===== config.mk =====
export PLATFORM = sky130hd
export DESIGN_NAME = sarfmt_top
export DESIGN_NICKNAME = d
export VERILOG_FILES = /design/src/sarfmt_pkg.sv /design/src/sarfmt_justify.sv /design/src/sarfmt_window.sv /design/src/sarfmt_top.sv
export VERILOG_INCLUDE_DIRS = /design/src /design/src/src
export SDC_FILE = /design/constraint.sdc
export NUM_CORES = 1
export LEC_CHECK = 0
export BUFFER_PORTS_ARGS = -buffer_cell sky130_fd_sc_hd__buf_2
export CAP_MARGIN = 30
export CORE_ASPECT_RATIO = 0.5
export CORE_MARGIN = 1
export CORE_UTILIZATION = 52
export DETAILED_ROUTE_END_ITERATION = 10
export PLACE_DENSITY = 0.81
export SYNTH_ARGS = -nofsm -noshare
export SYNTH_HDL_FRONTEND = slang
export SYNTH_HIERARCHICAL = 1
export SYNTH_SLANG_ARGS = --single-unit

===== constraint.sdc =====
create_clock -name clock -period 3.2 [get_ports clock]
set_input_delay 0.64 -clock clock [delete_from_list [all_inputs] [get_ports clock]]
set_output_delay 0.64 -clock clock [all_outputs]
set_load 0.02 [all_outputs]

===== src/sarfmt_consts.svh =====
/*
 * Named constants of the converter result and window block: register
 * addresses, reset values, reference select codes and data widths.
 * Assumes nothing; definitions only, included by the package and the top.
 */
`ifndef SARFMT_CONSTS_SVH
`define SARFMT_CONSTS_SVH

`define SARFMT_ADDR_RESULT_LOW 8'hbd
`define SARFMT_ADDR_RESULT_HIGH 8'hbe
`define SARFMT_RESULT_RESET 8'h00
`define SARFMT_READ_UNMAPPED 8'h00
`define SARFMT_REF_EXTERNAL 2'b00
`define SARFMT_REF_SUPPLY 2'b01
`define SARFMT_REF_DIGITAL 2'b10
`define SARFMT_REF_HIGH_SPEED 2'b11
`define SARFMT_CODE_BITS 10
`define SARFMT_BYTE_BITS 8

`endif


===== src/sarfmt_pkg.sv =====
/*
 * Types shared by the converter result and window block.
 * Assumes sarfmt_consts.svh is on the include path.
 */
`include "sarfmt_consts.svh"

package sarfmt_pkg;

    typedef enum logic [1:0] {SAR_OFF, SAR_IDLE, SAR_BUSY} sarfmt_state_type;

    typedef struct packed {
        sarfmt_state_type state;
        logic [7:0] low;
        logic [7:0] high;
        logic flag;
        logic [7:0] rdata;
        logic gain;
        logic [1:0] refsel;
        logic analog_ground_pin;
        logic temp;
        logic hs_ref;
    } sarfmt_regs_type;

endpackage


===== src/sarfmt_justify.sv =====
/*
 * Places a raw conversion code into the high and low result bytes.
 * Assumes the code arrives right-aligned; an 8-bit code sits in the low bits.
 */
`timescale 1ns/1ps
`default_nettype none

module sarfmt_justify
    import sarfmt_pkg::*;
#(
    parameter int CODE_WIDTH = `SARFMT_CODE_BITS,
    parameter int BYTE_WIDTH = `SARFMT_BYTE_BITS
)
(
    // Raw code and format select
    input wire logic [CODE_WIDTH-1:0] code,
    input wire logic left_justify,
    input wire logic eight_bit,
    // Formatted bytes
    output logic [BYTE_WIDTH-1:0] high_byte,
    output logic [BYTE_WIDTH-1:0] low_byte
);
    localparam int PAD = 2 * BYTE_WIDTH - CODE_WIDTH;

    always_comb
    begin
        if (eight_bit)
        begin
            high_byte = code[BYTE_WIDTH-1:0];
            low_byte = '0;
        end
        else if (left_justify)
        begin
            high_byte = code[CODE_WIDTH-1 -: BYTE_WIDTH];
            low_byte = {code[CODE_WIDTH-BYTE_WIDTH-1:0], {PAD{1'b0}}};
        end
        else
        begin
            high_byte = {{PAD{1'b0}}, code[CODE_WIDTH-1:BYTE_WIDTH]};
            low_byte = code[BYTE_WIDTH-1:0];
        end
    end
endmodule // sarfmt_justify

`default_nettype wire


===== src/sarfmt_window.sv =====
/*
 * Window comparison of a formatted result word against two limits.
 * Assumes limits are given in the same justified format as the result.
 */
`timescale 1ns/1ps
`default_nettype none

module sarfmt_window
    import sarfmt_pkg::*;
#(
    parameter int WORD_WIDTH = 2 * `SARFMT_BYTE_BITS
)
(
    // Operands
    input wire logic [WORD_WIDTH-1:0] result,
    input wire logic [WORD_WIDTH-1:0] greater_limit,
    input wire logic [WORD_WIDTH-1:0] less_limit,
    // Comparison outcome
    output logic hit
);
    // Equal limits fall into the outside case, so only values off the limit hit.
    always_comb
    begin
        if (less_limit > greater_limit)
            hit = (result > greater_limit) && (result < less_limit);
        else
            hit = (result < less_limit) || (result > greater_limit);
    end
endmodule // sarfmt_window

`default_nettype wire


===== src/sarfmt_top.sv =====
/*
 * Digital control and result handling of a 10-bit successive-approximation
 * converter: power sequencing, result justification, window detection and
 * the analog option controls. Assumes a synchronous special function
 * register port, and an analog core that reports each finished conversion
 * with a one-cycle done pulse carrying its code.
 */
`timescale 1ns/1ps
`default_nettype none
`include "sarfmt_consts.svh"

module sarfmt_top
    import sarfmt_pkg::*;
#(
    parameter int CODE_WIDTH = `SARFMT_CODE_BITS
)
(
    // Clock and reset
    input wire logic clock,
    input wire logic reset,
    // Special function register port
    input wire logic [7:0] sfr_addr,
    input wire logic sfr_write,
    input wire logic sfr_read,
    input wire logic [7:0] sfr_wdata,
    output logic [7:0] sfr_rdata,
    // Control bits
    input wire logic converter_enable,
    input wire logic left_justify_select,
    input wire logic eight_bit_mode,
    input wire logic half_gain_select,
    input wire logic [1:0] reference_select,
    input wire logic analog_ground_select,
    input wire logic temp_sensor_enable,
    input wire logic window_flag_clear,
    // Window limits
    input wire logic [7:0] greater_limit_high,
    input wire logic [7:0] greater_limit_low,
    input wire logic [7:0] less_limit_high,
    input wire logic [7:0] less_limit_low,
    // Analog core
    input wire logic conv_start,
    input wire logic conv_done,
    input wire logic [CODE_WIDTH-1:0] conv_code,
    output logic sar_start_pulse,
    output logic sar_powered,
    output logic gain_half_on,
    output logic [1:0] reference_mux,
    output logic high_speed_ref_on,
    output logic analog_ground_pin_pin_ground,
    output logic temp_sensor_on,
    // Status
    output logic window_compare_flag,
    output logic converter_busy
);
    localparam int BYTE_W = `SARFMT_BYTE_BITS;
    localparam int PAD_W = 2 * BYTE_W - CODE_WIDTH;
    localparam int TOP_W = CODE_WIDTH - BYTE_W;
    localparam sarfmt_regs_type REGS_RESET = '{
        state: SAR_OFF,
        low: `SARFMT_RESULT_RESET,
        high: `SARFMT_RESULT_RESET,
        flag: 1'b0,
        rdata: `SARFMT_READ_UNMAPPED,
        gain: 1'b0,
        refsel: `SARFMT_REF_EXTERNAL,
        analog_ground_pin: 1'b0,
        temp: 1'b0,
        hs_ref: 1'b0
    };

    sarfmt_regs_type regs;
    sarfmt_regs_type next_regs;
    logic [BYTE_W-1:0] fmt_high;
    logic [BYTE_W-1:0] fmt_low;
    logic [2*BYTE_W-1:0] fmt_word;
    logic [2*BYTE_W-1:0] greater_word;
    logic [2*BYTE_W-1:0] less_word;
    logic win_hit;
    logic accept;

    sarfmt_justify #(
        .CODE_WIDTH(CODE_WIDTH),
        .BYTE_WIDTH(BYTE_W)
    ) u_justify (
        .code(conv_code),
        .left_justify(left_justify_select),
        .eight_bit(eight_bit_mode),
        .high_byte(fmt_high),
        .low_byte(fmt_low)
    );

    // Limits are taken as typed, so software writes them in the active format.
    assign fmt_word = {fmt_high, fmt_low};
    assign greater_word = {greater_limit_high, greater_limit_low};
    assign less_word = {less_limit_high, less_limit_low};

    sarfmt_window #(
        .WORD_WIDTH(2 * BYTE_W)
    ) u_window (
        .result(fmt_word),
        .greater_limit(greater_word),
        .less_limit(less_word),
        .hit(win_hit)
    );

    // A done pulse counts only for a running conversion of an enabled converter.
    assign accept = (regs.state == SAR_BUSY) && conv_done && converter_enable;
    assign sar_start_pulse = (regs.state == SAR_IDLE) && conv_start && converter_enable;

    function automatic logic [7:0] read_mux(input logic [7:0] addr,
                                            input sarfmt_regs_type r);
        case (addr)
            `SARFMT_ADDR_RESULT_LOW: read_mux = r.low;
            `SARFMT_ADDR_RESULT_HIGH: read_mux = r.high;
            default: read_mux = `SARFMT_READ_UNMAPPED;
        endcase
    endfunction

    always_comb
    begin
        next_regs = regs;
        case (regs.state)
            SAR_OFF:
            begin
                next_regs.state = SAR_IDLE;
            end
            SAR_IDLE:
            begin
                if (conv_start)
                    next_regs.state = SAR_BUSY;
            end
            SAR_BUSY:
            begin
                if (conv_done)
                    next_regs.state = SAR_IDLE;
            end
            default:
            begin
                next_regs.state = SAR_OFF;
            end
        endcase
        // Dropping the enable abandons any conversion in flight.
        if (!converter_enable)
            next_regs.state = SAR_OFF;

        if (sfr_read)
            next_regs.rdata = read_mux(sfr_addr, regs);
        if (sfr_write && sfr_addr == `SARFMT_ADDR_RESULT_LOW)
            next_regs.low = sfr_wdata;
        if (sfr_write && sfr_addr == `SARFMT_ADDR_RESULT_HIGH)
            next_regs.high = sfr_wdata;
        // A finishing conversion overrides a software write in the same cycle.
        if (accept)
        begin
            next_regs.low = fmt_low;
            next_regs.high = fmt_high;
        end

        if (window_flag_clear)
            next_regs.flag = 1'b0;
        if (accept && win_hit)
            next_regs.flag = 1'b1;

        next_regs.gain = half_gain_select;
        next_regs.refsel = reference_select;
        next_regs.analog_ground_pin = analog_ground_select;
        next_regs.temp = temp_sensor_enable;
        next_regs.hs_ref = (next_regs.state == SAR_BUSY)
            && (reference_select == `SARFMT_REF_HIGH_SPEED);
    end

    always_ff @(posedge clock)
    begin
        if (reset)
            regs <= REGS_RESET;
        else
            regs <= next_regs;
    end

    assign sfr_rdata = regs.rdata;
    assign sar_powered = (regs.state != SAR_OFF);
    assign converter_busy = (regs.state == SAR_BUSY);
    assign gain_half_on = regs.gain;
    assign reference_mux = regs.refsel;
    assign high_speed_ref_on = regs.hs_ref;
    assign analog_ground_pin_pin_ground = regs.analog_ground_pin;
    assign temp_sensor_on = regs.temp;
    assign window_compare_flag = regs.flag;
endmodule // sarfmt_top

`default_nettype wire


Word-level counts from Yosys, hierarchy flattened
Index checks and enable logic that the tools add are counted.
{"block": "op_classes", "add_sub_neg": 0, "multipliers": 0, "div_mod_pow": 0, "reduce_logical": 15, "n_lt_le_gt_ge": 3, "eq_ne": 6, "bitwise": 0, "shift": 0, "n_mux": 15}
{"operator": "$mux W8", "count": 6}
{"operator": "$gt A16 B16 Y1", "count": 2}
{"operator": "$eq A8 B8 Y1 const B", "count": 2}
{"operator": "$lt A16 B16 Y1", "count": 1}
{"operator": "$mux W16", "count": 1}
{"operator": "$pmux W8 S2", "count": 1}
{"operator": "$logic_and A1 B1 Y1", "count": 9}
{"operator": "$reduce_bool A2 Y1", "count": 4}
{"operator": "$eq A2 B2 Y1 const B", "count": 3}
{"operator": "$mux W2", "count": 3}
{"operator": "$pmux W2 S3", "count": 1}
{"operator": "$mux W1", "count": 3}
{"operator": "$eq A2 B1 Y1 const B", "count": 1}
{"operator": "$logic_not A2 Y1", "count": 1}
{"operator": "$logic_or A1 B1 Y1", "count": 1}
{"block": "word_totals", "romBits": 0, "input_bits": 73, "mem_bits_rw": 0, "register_bits": 33, "wordCells": 49, "latch_bits": 0, "memories": 0}

Logic depth before layout (Yosys ltp)
{"block": "logic_depth", "ltp_word": 7, "ltp_mapped": 13, "mapped_depth_nobuf": 12}

Hierarchy
Netlist, hierarchy kept.
{"module": "sarfmt_top", "seq_area_each_um2": 660.6, "cells_per_inst": 174, "area_per_inst_um2": 1602.8, "n_inst": 1}
{"module": "sarfmt_window", "seq_area_each_um2": 0.0, "cells_per_inst": 152, "area_per_inst_um2": 1144.8, "n_inst": 1}
{"module": "sarfmt_justify", "seq_area_each_um2": 0.0, "cells_per_inst": 33, "area_per_inst_um2": 225.2, "n_inst": 1}

Worst setup path before layout
Ideal clock, no wire load.
{"block": "synth_timing", "path_kind": "input port to flip-flop", "start": "input left_justify_select", "end": "register regs (netlist bit window_compare_flag)", "required_time_ns": 3.072, "arrival_time_ns": 2.526, "path_slack_ns": 0.547, "stages": 12, "path_buffers": 1, "path_cell_list": "buf_6 > nor2b_4 > a22o_1 > ha_1 > nand4_2 > nor4_2 > a21boi_1 > nor4b_1 > a41oi_1 > maj3_2 > a21oi_1 > nor2_1"}
{"block": "synth_via", "elab_chain_len": 7}
{"element": "start, declared", "line_no": "sarfmt_top.sv:29", "text": "input wire logic left_justify_select,"}
{"element": "$mux W8 (*)", "line_no": "sarfmt_justify.sv:32", "text": "else if (left_justify)"}
{"element": "$mux W8 (*)", "line_no": "sarfmt_justify.sv:27", "text": "if (eight_bit)"}
{"element": "named net fmt_high[7]", "line_no": "sarfmt_top.sv:74", "text": "logic [BYTE_W-1:0] fmt_high;"}
{"element": "$lt A16 B16 Y1 or $gt A16 B16 Y1 (tied branches)", "line_no": "sarfmt_window.sv:25, sarfmt_window.sv:27"}
{"element": "$logic_or A1 B1 Y1 or $logic_and A1 B1 Y1 (tied branches)", "line_no": "sarfmt_window.sv:27, sarfmt_window.sv:25"}
{"element": "$mux W1 (*)", "line_no": "sarfmt_window.sv:24", "text": "if (less_limit > greater_limit)"}
{"element": "named net win_hit", "line_no": "sarfmt_top.sv:79", "text": "logic win_hit;"}
{"element": "$logic_and A1 B1 Y1 (*)", "line_no": "sarfmt_top.sv:162", "text": "if (accept && win_hit)"}
{"element": "$mux W1 or $reduce_bool A2 Y1 (tied branches)"}
{"element": "end signal, assigned", "line_no": "sarfmt_top.sv:178", "text": "regs <= next_regs;"}
{"element": "end, declared", "line_no": "sarfmt_top.sv:72", "text": "sarfmt_regs_type regs;"}
The timed path passes the listed nets; every way through them passes the cells marked *.
A chain may end at the register's enable or synchronous reset.

Final worst setup path
Same ends and word-level chain as after synthesis.

==> results_dict.tcl <==
set metrics [dict create \
    io_buffers 90 \
    placed_area_um2 3320 \
    slew_violations 0 \
    grt_use_met3_pct 4.37 \
    power_leakage_nw 1.87 \
    synth_ff_type "dfxtp_1" \
    setup-tns-final_ps 0 \
    ant_nets 0 \
    worstPathArrival_ps 2950 \
    io_pins 91 \
    clockBufferDepth 2 \
    fin_ws_ps 395 \
    antenna_found_initial 0 \
    synthesis.nets 479 \
    synth.distinct_cells 47 \
    grt_max_degree 26 \
    top_usage_layer "met2" \
    critPathMaxFanout 9 \
    setup_viol 0 \
    drive_above_1_share_pct 27.2 \
    timing.final.crit_period_ps 2800 \
    n_fill_cell 510 \
    final_cells 507 \
    combPwrFrac_pct 25.2 \
    cts_resized 0 \
    final.period_utilization_pct 87.6 \
    fmax_mhz 357 \
    wl_per_cell_um 13.5 \
    end_kind "flop" \
    place_ws_ps 171 \
    maxCapViolCount 0 \
    avgViaCountPerCell 5.41 \
    hold_class "reg -> reg" \
    critical_path_class "in -> reg" \
    regArea_um2 661 \
    p_clk_share_pct 37.8 \
    synth_area_leader_cell "dfxtp_1" \
    rsz0062_at_grt "false" \
    grt_first_pass_wirelength_mm 11.3 \
    numCtsBuffers 5 \
    cts_setup_buffers 0 \
    area_delta_synth_final_pct 16.3 \
    die-area_um2 6040 \
    tightest_slew_ps 855 \
    stdcell_area_um2 3460 \
    drcViolationCount 0 \
    rows 19 \
    cts-htree-levels 2 \
    cts_tree "built" \
    fin_worst_skew_ps 1.25 \
    cp-start-kind "input port" \
    hold_buffers 0 \
    post-synth-top-count-cell "nand2_1" \
    dpl.cell_count 499 \
    die-height_um 55.5 \
    wl_mm 6.83 \
    clk_pin_slew_worst_paths_ps 50 \
    synth_area_leaders "dfxtp_1 22%, ha_1 20%, nand2_1 6.4%" \
    grt_pass1_vias 2477 \
    p_int_uw 838 \
    outcome "completed" \
    whs_path_depth 2 \
    multi_input_area_um2 1970 \
    clk_latency_ps 270 \
    yosysSeqAreaShare_pct 22.2 \
    yosysWarnings 6 \
    postSynthCellCount 359 \
    async_reset_ff_share_pct 0 \
    gp_congestion 0.908 \
    cts.sinks 33 \
    relSlewSlack_pct 43.0 \
    drt_pre_antenna_iters 5 \
    cts_root_buffer "clkbuf_16" \
    vias 2743 \
    start_util_pct 54.1 \
    core_area_um2 5490 \
    seq_power_share_pct 37.0 \
    swShare_pct 27.6 \
    nNetsFinal 553 \
    critical_path_required_ps 3350 \
    hpwl_mm 5.64 \
    grtUsageMet1_pct 31.5 \
    p_total_mw 1.16 \
    rr_worst_depth 4 \
    synth_top_cell_area_share_pct 22.2 \
    overflow 0 \
    final_util_pct 63.0 \
    n_antenna_cell 0 \
    synth_common_cells "51 x nand2_1, 47 x ha_1, 37 x inv_1" \
    hold_ws_ps 477 \
    die_w_um 109 \
    track_usage_pct 23.4 \
    synth_seq_cells 33 \
    avgSynthCellArea_um2 8.28 \
    ir_worst_vdd_mv 0.348 \
    use_met2_pct 38.8 \
    netlist_area_um2 2970 \
    p_sw_uw 320 \
    synth-edff-count 0 \
    hold_violations 0 \
    first_iter_violations 174 \
    powerDensity_nw_per_um2 335 \
]
-- routing by layer --
layer,share of wire [%],wire [µm]
met5,0,0
met3,5.7,388
met4,1.1,78
met1,48,3250
met2,46,3120
-- layout by cell type, fill, tap and decap left out, drive strengths merged, types with 2 or more instances in the layout --
| cell | instances |
|---|---|
| nand3 | 3 |
| mux2i | 12 |
| nor4 | 3 |
| nand4 | 8 |
| nor3 | 4 |
| ha | 47 |
| a311oi | 8 |
| nor2b | 9 |
| nand2b | 3 |
| dfxtp | 33 |
| a21o | 8 |
| buf | 91 |
| a21oi | 21 |
| nand2 | 51 |
| a22o | 4 |
| inv | 37 |
| and2 | 7 |
| o311a | 8 |
| clkbuf | 8 |
| nor2 | 20 |
| nand4b | 2 |
| o21ai | 27 |
| a31oi | 9 |
-- cell families after synthesis --
kind of cell             Yosys count  share of synthesized area (%)
buffers and inverters             61                           11.4
AO/OA/AOI/OAI                     91                           20.9
flip-flops                        33                           22.2
multiplexers                      12                           4.04
adder cells (fa/ha/maj)           48                           20.2
AND/OR/NAND/NOR                  114                           21.3
-- worst paths after layout --
path	start	end	slack [ps]
worst max-delay path	left_justify_select	window_compare_flag	400
worst min-delay path	sfr_rdata[5]	sfr_rdata[5]	480
worst max register to register	regs[32]	regs[23]	1340
worst min register to register	sfr_rdata[5]	sfr_rdata[5]	480
-- power by group through the flow --
stage	registers (mW)	logic, mW	clock network, mW
final	0.428	0.292	0.438
after global routing	0.429	0.329	0.470
after CTS	0.428	0.291	0.446
after detailed placement	0.436	0.289	0
after global placement	0.436	0.280	0
after floorplan	0.438	0.193	0
-- final cells by class --
cell class,count,area share [%]
tap,73,2.64
inverter,37,4.02
timing repair buffer,91,13.2
sequential,33,19.1
clock buffer,8,3.94
multi-input combinational,265,57.1
-- state kept, by name (all words and copies together) (netlist names) --
| name | flops |
|---|---|
| analog_ground_pin_pin_ground | 1 |
| reference_mux | 2 |
| regs | 18 |
| high_speed_ref_on | 1 |
| sfr_rdata | 8 |
| temp_sensor_on | 1 |
| gain_half_on | 1 |
| window_compare_flag | 1 |
-- critical path: stages --
cell	delay, ps
buf_2	210
nand2_1	70
o21ai_0	450
ha_1	350
nand4_2	140
nor4_2	70
a21boi_1	120
nor4b_1	330
a41oi_1	80
maj3_2	320
a21oi_1	130
nor2_1	50
Power figures use the tool's default switching activity.
